**src/dcff_pkg.sv**
```systemverilog
// constants and types for the dual-clock fifo flag and expansion block
// assumes a single core clock; write and read ports are enables on that clock
package dcff_pkg;
  localparam int unsigned DCFF_DATA_W = 18;
  localparam int unsigned DCFF_DEPTH = 256;
  localparam int unsigned DCFF_PTR_W = 8;
  localparam int unsigned DCFF_CNT_W = 9;
  localparam logic [8:0] DCFF_FULL_CNT = 9'h100;
  localparam logic [8:0] DCFF_HALF_CNT = 9'h080;
  localparam logic [7:0] DCFF_LAST_LOC = 8'hff;
  // default almost offset follows depth: 31 for 256, 63 for 512, 127 above
  localparam logic [8:0] DCFF_OFFSET_DEFAULT =
    (DCFF_DEPTH == 256) ? 9'h01f : (DCFF_DEPTH == 512) ? 9'h03f : 9'h07f;
  localparam int unsigned DCFF_FALL_THROUGH_NS = 150;
  localparam int unsigned DCFF_CLK_NS = 50;
  localparam logic [1:0] DCFF_FT_CYCLES =
    2'((DCFF_FALL_THROUGH_NS + DCFF_CLK_NS - 1) / DCFF_CLK_NS);
  localparam logic [DCFF_DATA_W-1:0] DCFF_DATA_RESET = 18'h00000;

  typedef struct packed {
    logic fall_through_mode;
    logic sync_almost;
  } dcff_mode_type;

  // strap table indexed by {first load, write exp in, read exp in}
  localparam dcff_mode_type DCFF_MODE_TABLE [8] = '{
    '{1'b1, 1'b0}, '{1'b1, 1'b1}, '{1'b0, 1'b0}, '{1'b0, 1'b1},
    '{1'b1, 1'b0}, '{1'b1, 1'b1}, '{1'b0, 1'b0}, '{1'b0, 1'b1}
  };

  typedef struct packed {
    logic full_flag_n;
    logic empty_flag_n;
    logic almost_empty_n;
    logic almost_full_n;
    logic half_full_n;
  } dcff_flags_type;

  typedef enum logic [1:0] {
    DCFF_OUT_IDLE = 2'b00,
    DCFF_OUT_FALL = 2'b01,
    DCFF_OUT_VALID = 2'b10
  } dcff_out_state_type;
endpackage

```
**src/dcff_fifo.sv**
```systemverilog
// 18-bit fifo core with fixed and almost flags, timing mode straps and
// daisy-chain depth expansion tokens
// assumes all inputs are synchronous to core_clk_i
`timescale 1ns/100ps
// Function
// straps fl, wxi, rxi choose timing mode and almost flag sync
// chain: first device ties first load low, later devices high
// chain: write expansion input comes from previous write expansion out
// chain: read expansion input comes from previous read expansion out
// standard mode: full output low when no free location
// fall-through mode: same output shows space for another write
// standard mode: empty output low when nothing stored
// fall-through mode: empty output shows valid word on outputs
// almost-empty low within offset of empty, default by depth
// almost-full low within offset of full, default by depth
// single use: half-full output low above half capacity
// depth mode: pulse write expansion out on last location written
// depth mode: pulse read expansion out on last location read
// read data output is eighteen bits wide
// reset: pointers home, full and almost-full high, others low; half-full and both expansion outputs reset high
// write on enable low, ignored while full
// read on enable low, ignored while empty
// fall-through: first word appears after three clocks unrequested
// strap encoding is a parameter table of four mode combinations
// default offset is a parameter tied to depth
module dcff_fifo
  import dcff_pkg::*;
(
  input wire logic core_clk_i,
  input wire logic reset_n_i,
  input wire logic depth_expansion_i,
  input wire logic first_load_strap_n_i,
  input wire logic write_expansion_in_n_i,
  input wire logic read_expansion_in_n_i,
  input wire logic write_enable_n_i,
  input wire logic read_enable_n_i,
  input wire logic [DCFF_DATA_W-1:0] write_data_in_i,
  output logic [DCFF_DATA_W-1:0] read_data_out_o,
  output logic full_flag_n_o,
  output logic empty_flag_n_o,
  output logic almost_empty_n_o,
  output logic almost_full_n_o,
  output logic write_expansion_out_n_o,
  output logic read_expansion_out_n_o,
  output logic fall_through_mode_o
);

  logic [DCFF_DATA_W-1:0] mem_r [DCFF_DEPTH];
  logic [DCFF_PTR_W-1:0] wr_ptr_r, wr_ptr_nxt;
  logic [DCFF_PTR_W-1:0] rd_ptr_r, rd_ptr_nxt;
  logic [DCFF_CNT_W-1:0] count_r, count_nxt;
  logic [DCFF_DATA_W-1:0] dout_r, dout_nxt;
  dcff_out_state_type out_state_r, out_state_nxt;
  logic [1:0] fall_cnt_r, fall_cnt_nxt;
  dcff_mode_type mode_r, mode_nxt;
  logic captured_r, captured_nxt;
  logic depth_mode_r, depth_mode_nxt;
  logic wr_token_r, wr_token_nxt;
  logic rd_token_r, rd_token_nxt;
  dcff_flags_type flags_r, flags_nxt;
  logic wxo_n_r, wxo_n_nxt;
  logic rxo_n_r, rxo_n_nxt;
  logic do_write, do_pop;
  logic ae_now, af_now;

  // straps are read once, on the first edge after reset release
  always_comb begin
    captured_nxt = 1'b1;
    mode_nxt = mode_r;
    depth_mode_nxt = depth_mode_r;
    if (!captured_r) begin
      depth_mode_nxt = depth_expansion_i;
      if (depth_expansion_i) begin
        mode_nxt = '{1'b0, 1'b0};
      end else begin
        mode_nxt = DCFF_MODE_TABLE[{first_load_strap_n_i, write_expansion_in_n_i,
                                    read_expansion_in_n_i}];
      end
    end
  end

  // write side, gated by full and, in a chain, by the write token
  always_comb begin
    do_write = captured_r && !write_enable_n_i && (count_r != DCFF_FULL_CNT)
               && (!depth_mode_r || wr_token_r);
    wr_ptr_nxt = do_write ? wr_ptr_r + 8'h01 : wr_ptr_r;
  end

  // output stage: standard reads on request, fall-through self-loads
  always_comb begin
    do_pop = 1'b0;
    out_state_nxt = out_state_r;
    fall_cnt_nxt = fall_cnt_r;
    dout_nxt = dout_r;
    if (!captured_r) begin
      out_state_nxt = DCFF_OUT_IDLE;
    end else if (!mode_r.fall_through_mode) begin
      if (!read_enable_n_i && count_r != '0 && (!depth_mode_r || rd_token_r)) begin
        do_pop = 1'b1;
      end
    end else begin
      unique case (out_state_r)
        DCFF_OUT_IDLE: begin
          if (count_r != '0) begin
            out_state_nxt = DCFF_OUT_FALL;
            fall_cnt_nxt = DCFF_FT_CYCLES - 2'h1;
          end
        end
        DCFF_OUT_FALL: begin
          if (fall_cnt_r == 2'h1) begin
            do_pop = 1'b1;
            out_state_nxt = DCFF_OUT_VALID;
          end else begin
            fall_cnt_nxt = fall_cnt_r - 2'h1;
          end
        end
        DCFF_OUT_VALID: begin
          if (!read_enable_n_i) begin
            if (count_r != '0) begin
              do_pop = 1'b1;
            end else begin
              out_state_nxt = DCFF_OUT_IDLE;
            end
          end
        end
        default: begin
          out_state_nxt = DCFF_OUT_IDLE;
        end
      endcase
    end
    if (do_pop) begin
      dout_nxt = mem_r[rd_ptr_r];
    end
    rd_ptr_nxt = do_pop ? rd_ptr_r + 8'h01 : rd_ptr_r;
  end

  always_comb begin
    count_nxt = count_r;
    if (do_write && !do_pop) begin
      count_nxt = count_r + 9'h001;
    end else if (!do_write && do_pop) begin
      count_nxt = count_r - 9'h001;
    end
  end

  // chain tokens; an incoming pulse wins over a clear in the same cycle
  always_comb begin
    wr_token_nxt = wr_token_r;
    rd_token_nxt = rd_token_r;
    wxo_n_nxt = 1'b1;
    rxo_n_nxt = 1'b1;
    if (!captured_r) begin
      wr_token_nxt = !first_load_strap_n_i;
      rd_token_nxt = !first_load_strap_n_i;
    end else if (depth_mode_r) begin
      if (do_write && wr_ptr_r == DCFF_LAST_LOC) begin
        wr_token_nxt = 1'b0;
        wxo_n_nxt = 1'b0;
      end
      if (do_pop && rd_ptr_r == DCFF_LAST_LOC) begin
        rd_token_nxt = 1'b0;
        rxo_n_nxt = 1'b0;
      end
      if (!write_expansion_in_n_i) begin
        wr_token_nxt = 1'b1;
      end
      if (!read_expansion_in_n_i) begin
        rd_token_nxt = 1'b1;
      end
    end
  end

  // flags; synchronous almost flags lag one cycle behind the count
  always_comb begin
    ae_now = !(count_nxt <= DCFF_OFFSET_DEFAULT);
    af_now = !(count_nxt >= DCFF_FULL_CNT - DCFF_OFFSET_DEFAULT);
    flags_nxt.full_flag_n = (count_nxt != DCFF_FULL_CNT);
    if (mode_r.fall_through_mode) begin
      flags_nxt.empty_flag_n = (out_state_nxt == DCFF_OUT_VALID);
    end else begin
      flags_nxt.empty_flag_n = (count_nxt != '0);
    end
    flags_nxt.half_full_n = !(count_nxt > DCFF_HALF_CNT);
    if (mode_r.sync_almost) begin
      flags_nxt.almost_empty_n = !(count_r <= DCFF_OFFSET_DEFAULT);
      flags_nxt.almost_full_n = !(count_r >= DCFF_FULL_CNT - DCFF_OFFSET_DEFAULT);
    end else begin
      flags_nxt.almost_empty_n = ae_now;
      flags_nxt.almost_full_n = af_now;
    end
    if (!captured_r) begin
      flags_nxt = '{1'b1, 1'b0, 1'b0, 1'b1, 1'b1};
    end
  end

  always_ff @(posedge core_clk_i or negedge reset_n_i) begin
    if (!reset_n_i) begin
      wr_ptr_r <= '0;
      rd_ptr_r <= '0;
      count_r <= '0;
      dout_r <= DCFF_DATA_RESET;
      out_state_r <= DCFF_OUT_IDLE;
      fall_cnt_r <= 2'h0;
      mode_r <= '{1'b0, 1'b0};
      captured_r <= 1'b0;
      depth_mode_r <= 1'b0;
      wr_token_r <= 1'b0;
      rd_token_r <= 1'b0;
      flags_r <= '{1'b1, 1'b0, 1'b0, 1'b1, 1'b1};
      wxo_n_r <= 1'b1;
      rxo_n_r <= 1'b1;
    end else begin
      wr_ptr_r <= wr_ptr_nxt;
      rd_ptr_r <= rd_ptr_nxt;
      count_r <= count_nxt;
      dout_r <= dout_nxt;
      out_state_r <= out_state_nxt;
      fall_cnt_r <= fall_cnt_nxt;
      mode_r <= mode_nxt;
      captured_r <= captured_nxt;
      depth_mode_r <= depth_mode_nxt;
      wr_token_r <= wr_token_nxt;
      rd_token_r <= rd_token_nxt;
      flags_r <= flags_nxt;
      wxo_n_r <= wxo_n_nxt;
      rxo_n_r <= rxo_n_nxt;
    end
  end

  // storage has no reset; only written words are ever read
  always_ff @(posedge core_clk_i) begin
    if (do_write) begin
      mem_r[wr_ptr_r] <= write_data_in_i;
    end
  end

  assign read_data_out_o = dout_r;
  assign full_flag_n_o = flags_r.full_flag_n;
  assign empty_flag_n_o = flags_r.empty_flag_n;
  assign almost_empty_n_o = flags_r.almost_empty_n;
  assign almost_full_n_o = flags_r.almost_full_n;
  // shared pin: half-full alone, write pulse in a chain
  assign write_expansion_out_n_o = depth_mode_r ? wxo_n_r : flags_r.half_full_n;
  assign read_expansion_out_n_o = rxo_n_r;
  assign fall_through_mode_o = mode_r.fall_through_mode;

endmodule

```
**config.mk**
```make
export PLATFORM = sky130hd
export DESIGN_NAME = dcff_fifo
export DESIGN_NICKNAME = d
export VERILOG_FILES = /design/src/dcff_pkg.sv /design/src/dcff_fifo.sv
export SDC_FILE = /design/constraint.sdc
export NUM_CORES = 2
export LEC_CHECK = 0
export BUFFER_PORTS_ARGS = -buffer_cell sky130_fd_sc_hd__buf_2
export CAP_MARGIN = 40
export CELL_PAD_IN_SITES_DETAIL_PLACEMENT = 0
export CELL_PAD_IN_SITES_GLOBAL_PLACEMENT = 1
export CORE_ASPECT_RATIO = 0.5
export CORE_MARGIN = 8
export CORE_UTILIZATION = 40
export DETAILED_ROUTE_END_ITERATION = 16
export MAX_ROUTING_LAYER = met4
export PLACE_DENSITY_LB_ADDON = 0.1
export SYNTH_ARGS = -nofsm -noshare
export SYNTH_HDL_FRONTEND = slang
export SYNTH_MEMORY_MAX_BITS = 65536
export SYNTH_SLANG_ARGS = --single-unit
```
**constraint.sdc**
```tcl
create_clock -name core_clk_i -period 4.3 [get_ports core_clk_i]
set_input_delay 0.43 -clock core_clk_i [delete_from_list [all_inputs] [get_ports core_clk_i]]
set_output_delay 0.43 -clock core_clk_i [all_outputs]
set_load 0.05 [all_outputs]
```
# Word-level counts from Yosys, hierarchy flattened
# Memory sizes are Yosys's and may differ from the RTL's. A register that Yosys moved wholly into a read port is not among the register bits.
# Index checks and enable logic that the tools add are counted.
# word_totals
in_bits	26
mem_count	2
out_inout_bits	25
romBits	16
mem_bits_rw	4608
wordCells	117
ff_bits	42
# op_classes
order_cmp	6
bitwise	1
reduce_logical	30
n_addsub	5
n_eq_ne	13
mux	42
# mem_list
memory	words	word_bits	rd	rd_clocked_by_memory_dff	wr	line	source
mem_r	256	18	1	1	1	dcff_fifo.sv:48	logic [DCFF_DATA_W-1:0] mem_r [DCFF_DEPTH];
(name not given)	8	2	1	0	0	dcff_fifo.sv:76	mode_nxt = DCFF_MODE_TABLE[{first_load_strap_n_i, write_expansion_in_n_i,
# op_table
operator	n
$mux W1	24
$mux W2	12
$ge A9 B8 Y1 const B	2
$le A9 B5 Y1 const B	2
$mux W9	2
$ne A9 B9 Y1 const B	2
$reduce_bool A9 Y1	2
$add A8 B1 Y8 const B	2
$eq A8 B8 Y1 const B	2
$logic_not A1 Y1	12
$add A9 B1 Y9 const B	1
$gt A9 B8 Y1 const B	1
$logic_and A1 B1 Y1	9
$sub A9 B1 Y9 const B	1
$ne A3 B2 Y1 const B	2
$pmux W2 S3	1
$mux W5	1
$reduce_and A5 Y1	1
$eq A2 B1 Y1 const B	2
$eq A2 B2 Y1 const B	2
$ge A4 B4 Y1 const B	1
$ne A2 B2 Y1 const B	2
$not A3 Y4	1
$pmux W2 S2	1
7 further kinds	9

# Logic depth before layout (Yosys ltp)
# depth
word_depth	13
mapped_depth	14
depth_no_buf	9

# Worst setup path before layout
# Ideal clock, no wire load.
# synth_path
kind	reg2reg
from	register count_r[0]
to	memory mem_r[219][0], enable pin
setup_ps	393
n_path_buf	4
synth_period_minus_slack_ps	3722
stages_incl_launch_ff	11
slack_ps	578
required_ps	3907
arrival_ps	3330
cell_sequence	dfrtp_1 -> clkbuf_1 -> inv_1 -> ha_1 -> nor4b_4 -> a211oi_2 -> clkbuf_1 -> clkbuf_1 -> nand3_1 -> clkbuf_1 -> nor2_1
# synth_via
elab_chain_cells	5
# synth_lines
item	line	source
start: declaration	dcff_fifo.sv:51	logic [DCFF_CNT_W-1:0] count_r, count_nxt;
start signal: assignment	dcff_fifo.sv:215	count_r <= count_nxt;
$ne A9 B9 Y1	dcff_fifo.sv:84	do_write = captured_r && !write_enable_n_i && (count_r != DCFF_FULL_CNT)
$logic_and A1 B1 Y1	dcff_fifo.sv:84	
$logic_and A1 B1 Y1	dcff_fifo.sv:85	&& (!depth_mode_r || wr_token_r);
$mux W1	dcff_fifo.sv:232	if (do_write) begin
$mux W1 (implied by the code)	dcff_fifo.sv:233	mem_r[wr_ptr_r] <= write_data_in_i;
end: declaration	dcff_fifo.sv:48	
# Every way passes these cells.

==> Implementation_results.wiki <==
{| class="wikitable"
! Metric !! Value
|-
| Run status || finished clean
|-
| Net count, final || 9078
|-
| WL final || 582000 um
|-
| Critical Path Max Stage Delay || 0.91 ns
|-
| Setup Crit Path Kind || flop to flop
|-
| Leak Pwr || 65.2 nW
|-
| Gate Count Post-Synth || 8209
|-
| Post-route DRC || 0
|-
| Worst Hold Class || input port to flop
|-
| Seq cells post-synth || 4668
|-
| Hold Violations, Final || 0
|-
| Synth Cell Area || 0.179 mm2
|-
| FF-to-FF End || read_data_out_o[16]
|-
| Antenna violations before repair || 48
|-
| Net count after synthesis || 8249
|-
| Simple-gate share of the synthesized area || 1.61%
|-
| H-tree lvl count || 5
|-
| Global router's overall resource usage || 25.1%
|-
| Final core area utilization || 46.6%
|-
| Multiplexer area fraction after synthesis || 14.9%
|-
| Number of cells on the worst reg-to-reg path || 10
|-
| Fraction of the mapped netlist area in adder cells || 0.104%
|-
| Worst Path Buf+Inv || 3
|-
| Remaining global-route overflow || 0
|-
| Destination of the worst hold path || mem_r[191][1]
|-
| Maximum resistive drop on vdd || 0.000506 V
|-
| Cell at the root of the clock tree || clkbuf_16
|-
| Buffer depth of the longest clock path || 4
|-
| FF-to-FF Start || rd_ptr_r[0]
|-
| Cells after DPL || 14500
|-
| Post-layout total power || 130 mW
|-
| Final setup violation count || 0
|-
| Via-to-Cell Ratio || 6.00
|-
| Average detailed-routed wire length per instance || 37.9 um
|-
| I/O pins || 51
|-
| Flop2flop setup slack || 0.1 ns
|-
| First-pass GRT wire length || 793000 um
|-
| Clock slew at reported path FFs || 0.07 ns
|-
| Achievable Freq || 238 MHz
|-
| Commonest register cell after synthesis || edfxtp_1
|-
| Number of maximum-capacitance violations || 0
|-
| Part of the cycle the worst path needs || 97.8%
|-
| Startpoint of the most critical hold path || write_data_in_i[1]
|-
| Vert. Die Dim || 489 um
|-
| Worst-case clock skew || 0.0666 ns
|-
| Average instance area after synthesis || 21.8 um2
|-
| Drt initial violations || 13000
|-
| Fraction of final layout cells with drive strength greater than 1 || 29.9%
|-
| Clock sink total || 4668
|-
| Hold depth || 1
|-
| Placeable core region || 0.445 mm2
|-
| Largest family of logic cells by synthesized area || multiplexers
|-
| Post-synth cell types || 77
|-
| Data arrival time of the worst path || 5.02 ns
|-
| Total vias in the final route || 92200
|-
| Setup repair after global routing missed its margin || false
|-
| Required time worst endpoint || 5.12 ns
|-
| DPL Wire Length || 359000 um
|-
| Remaining antenna violation count after routing || 0
|-
| Fraction of the mapped netlist area in compound gates || 3.67%
|-
| Number of global-route vias before repair || 89300
|-
| Initial core utilization || 40.2%
|-
| Most frequent cell on the critical path || buf_12
|-
| Ordered cell list for the critical path || buf_12 -> buf_12 -> buf_4 -> mux2i_1 -> o221ai_1 -> a21oi_1 -> o21ai_0 -> o21a_1 -> a211oi_1 -> o32ai_1
|-
| Async set-reset flop share out of synthesis || 1.29%
|-
| Yosys warnings || 0
|-
| Delay-heaviest family, CP || compound AO/OA/AOI/OAI gates
|-
| Number of max-slew violations in the final report || 0
|-
| XOR/XNOR share of the synthesized area || 0.113%
|-
| Sequential area share after synthesis || 78.3%
|-
| Number of buffers inserted by port buffering || 50
|-
| Worst slew pin tran || 1.27 ns
|-
| TNS Setup || 0 ns
|-
| Standard-cell rows || 173
|-
| Startpoint kind of the worst setup timing path || flop
|-
| CTS tree || done
|-
| Commonest cells after routing, fill and taps aside || edfxtp_1 (4608), mux4_2 (1004), buf_4 (669), clkbuf_16 (442), mux2i_1 (397)
|-
| DR pass1 iterations || 7
|-
| Maximum number of pins on one net before global-route repair || 146
|-
| Placer's final routability congestion estimate || 0.859
|-
| Nature of the critical path endpoint || flop
|-
| Most frequent standard cell in the layout excluding fill and tap cells || edfxtp_1
|-
| Die span in x || 961 um
|-
| Layout area overhead || 15.9%
|-
| Total die area || 0.470 mm2
|-
| Relative slew slack || 15.2%
|-
| Min Tclk post-route || 4.20 ns
|-
| Master of the slowest instance on the critical path || a211oi_1
|-
| Hold slack || 0.0569 ns
|-
| Non-filler cells in the finished layout || 15400
|-
| Insertion delay to the later sink of the worst-skew pair || 1.00 ns
|-
| Number of enable flip-flop cells after synthesis || 4608
|-
| CTS Buf Count || 433
|-
| Highest net fanout along the worst path || 28
|-
| Pwr dens || 625 mW/mm2
|}
==> how the worst max path moves through the flow <==
stage / to / slack, ns / cells after the start / from
global route: rd_token_r / 0.02 / 10 / count_r[0]
global placement: read_data_out_o[12] / -0.43 / 10 / rd_ptr_r[1]
CTS: read_data_out_o[3] / 0.01 / 11 / rd_ptr_r[0]
detailed placement: read_data_out_o[12] / -0.02 / 11 / rd_ptr_r[1]
finish: read_data_out_o[16] / 0.1 / 10 / rd_ptr_r[0]
floorplan: mem_r[219][0] / 0.58 / 10 / count_r[0]
==> report_power, final <==
group	leakage [nW]	total [mW]	switching (mW)	internal, mW
combinational	16.4	40.0	24.7	15.3
sequential	42.1	51.0	0.724	50.3
clock	6.75	38.5	17.4	21.2
==> stage by stage <==
step	instance area (um2)	setup slack, ns
floorplan	179000	0.578
global placement	193000	-0.434
detailed placement	193000	-0.0171
CTS	207000	0.0147
global route	207000	0.0217
finish	207000	0.0965
==> kinds of logic after synthesis <==
kind of cell | count (synthesis)
AOI/OAI and AO/OA | 928
adders and majority gates | 15
buffers and inverters | 512
muxes | 1412
other | 1
xor gates and xnor gates | 23
and+or+nand+nor | 650
DFF | 4668
==> Yosys cell counts, drive strengths merged, types with 5 or more instances <==
master,instances,area [um2]
nand4,12,75.1
a22o,46,403
o22ai,81,507
inv,21,78.8
a211oi,77,583
o21ai,81,405
a31oi,39,244
a22oi,229,1720
mux4,1004,22600
xor2,6,52.6
nand2b,8,50.1
a211o,14,123
a21oi,157,786
nor2,325,1220
mux2,11,124
nor4,14,103
a2111oi,6,52.6
dfrtp,55,1380
ha,14,175
or3,9,56.3
o211ai,12,90.1
nand3,56,280
and3,10,62.6
edfxtp,4608,138000
o221ai,72,637
xnor2,17,149
mux2i,397,3970
clkbuf,289,1080
o41ai,5,43.8
nand2,145,544
a41oi,5,43.8
or4,6,52.6
nor3,18,90.1
buf,201,1130
a221oi,61,534
and2,9,56.3
nor2b,21,131
dfstp,5,131
==> per-layer routing <==
metal	GRT usage, %	wire length (um)
met5	-	0
met4	4.63	11800
met1	37.3	265000
met3	4.20	45000
met2	36.7	261000
==> registers in the layout, summed over array words and instances (netlist names), 2 cells and up <==
signal / cells
count_r: 9
fall_cnt_r: 2
mem_r: 4608
out_state_r: 2
rd_ptr_r: 8
read_data_out_o: 18
wr_ptr_r: 8
==> repair_timing <==
item	4_1_cts	5_1_grt
pin swaps	0	0
hold endpoints to repair	500	9
endpoints found under the setup margin	2	1
hold buffers	25	1
gates resized for setup	2	1
setup buffers	0	0
==> cell type report <==
class                   instances  area [um2]
inverters                      22        92.6
clock inverters               254        2240
fillers                     37200      237000
repair buffers                884        8390
flip-flops and latches       4668      140000
well taps                    5950        7440
clock buffers                 539       11500
multi-input cells            3029       37500
diodes                         19        47.5
No activity file was read; power rests on OpenSTA's default activity.
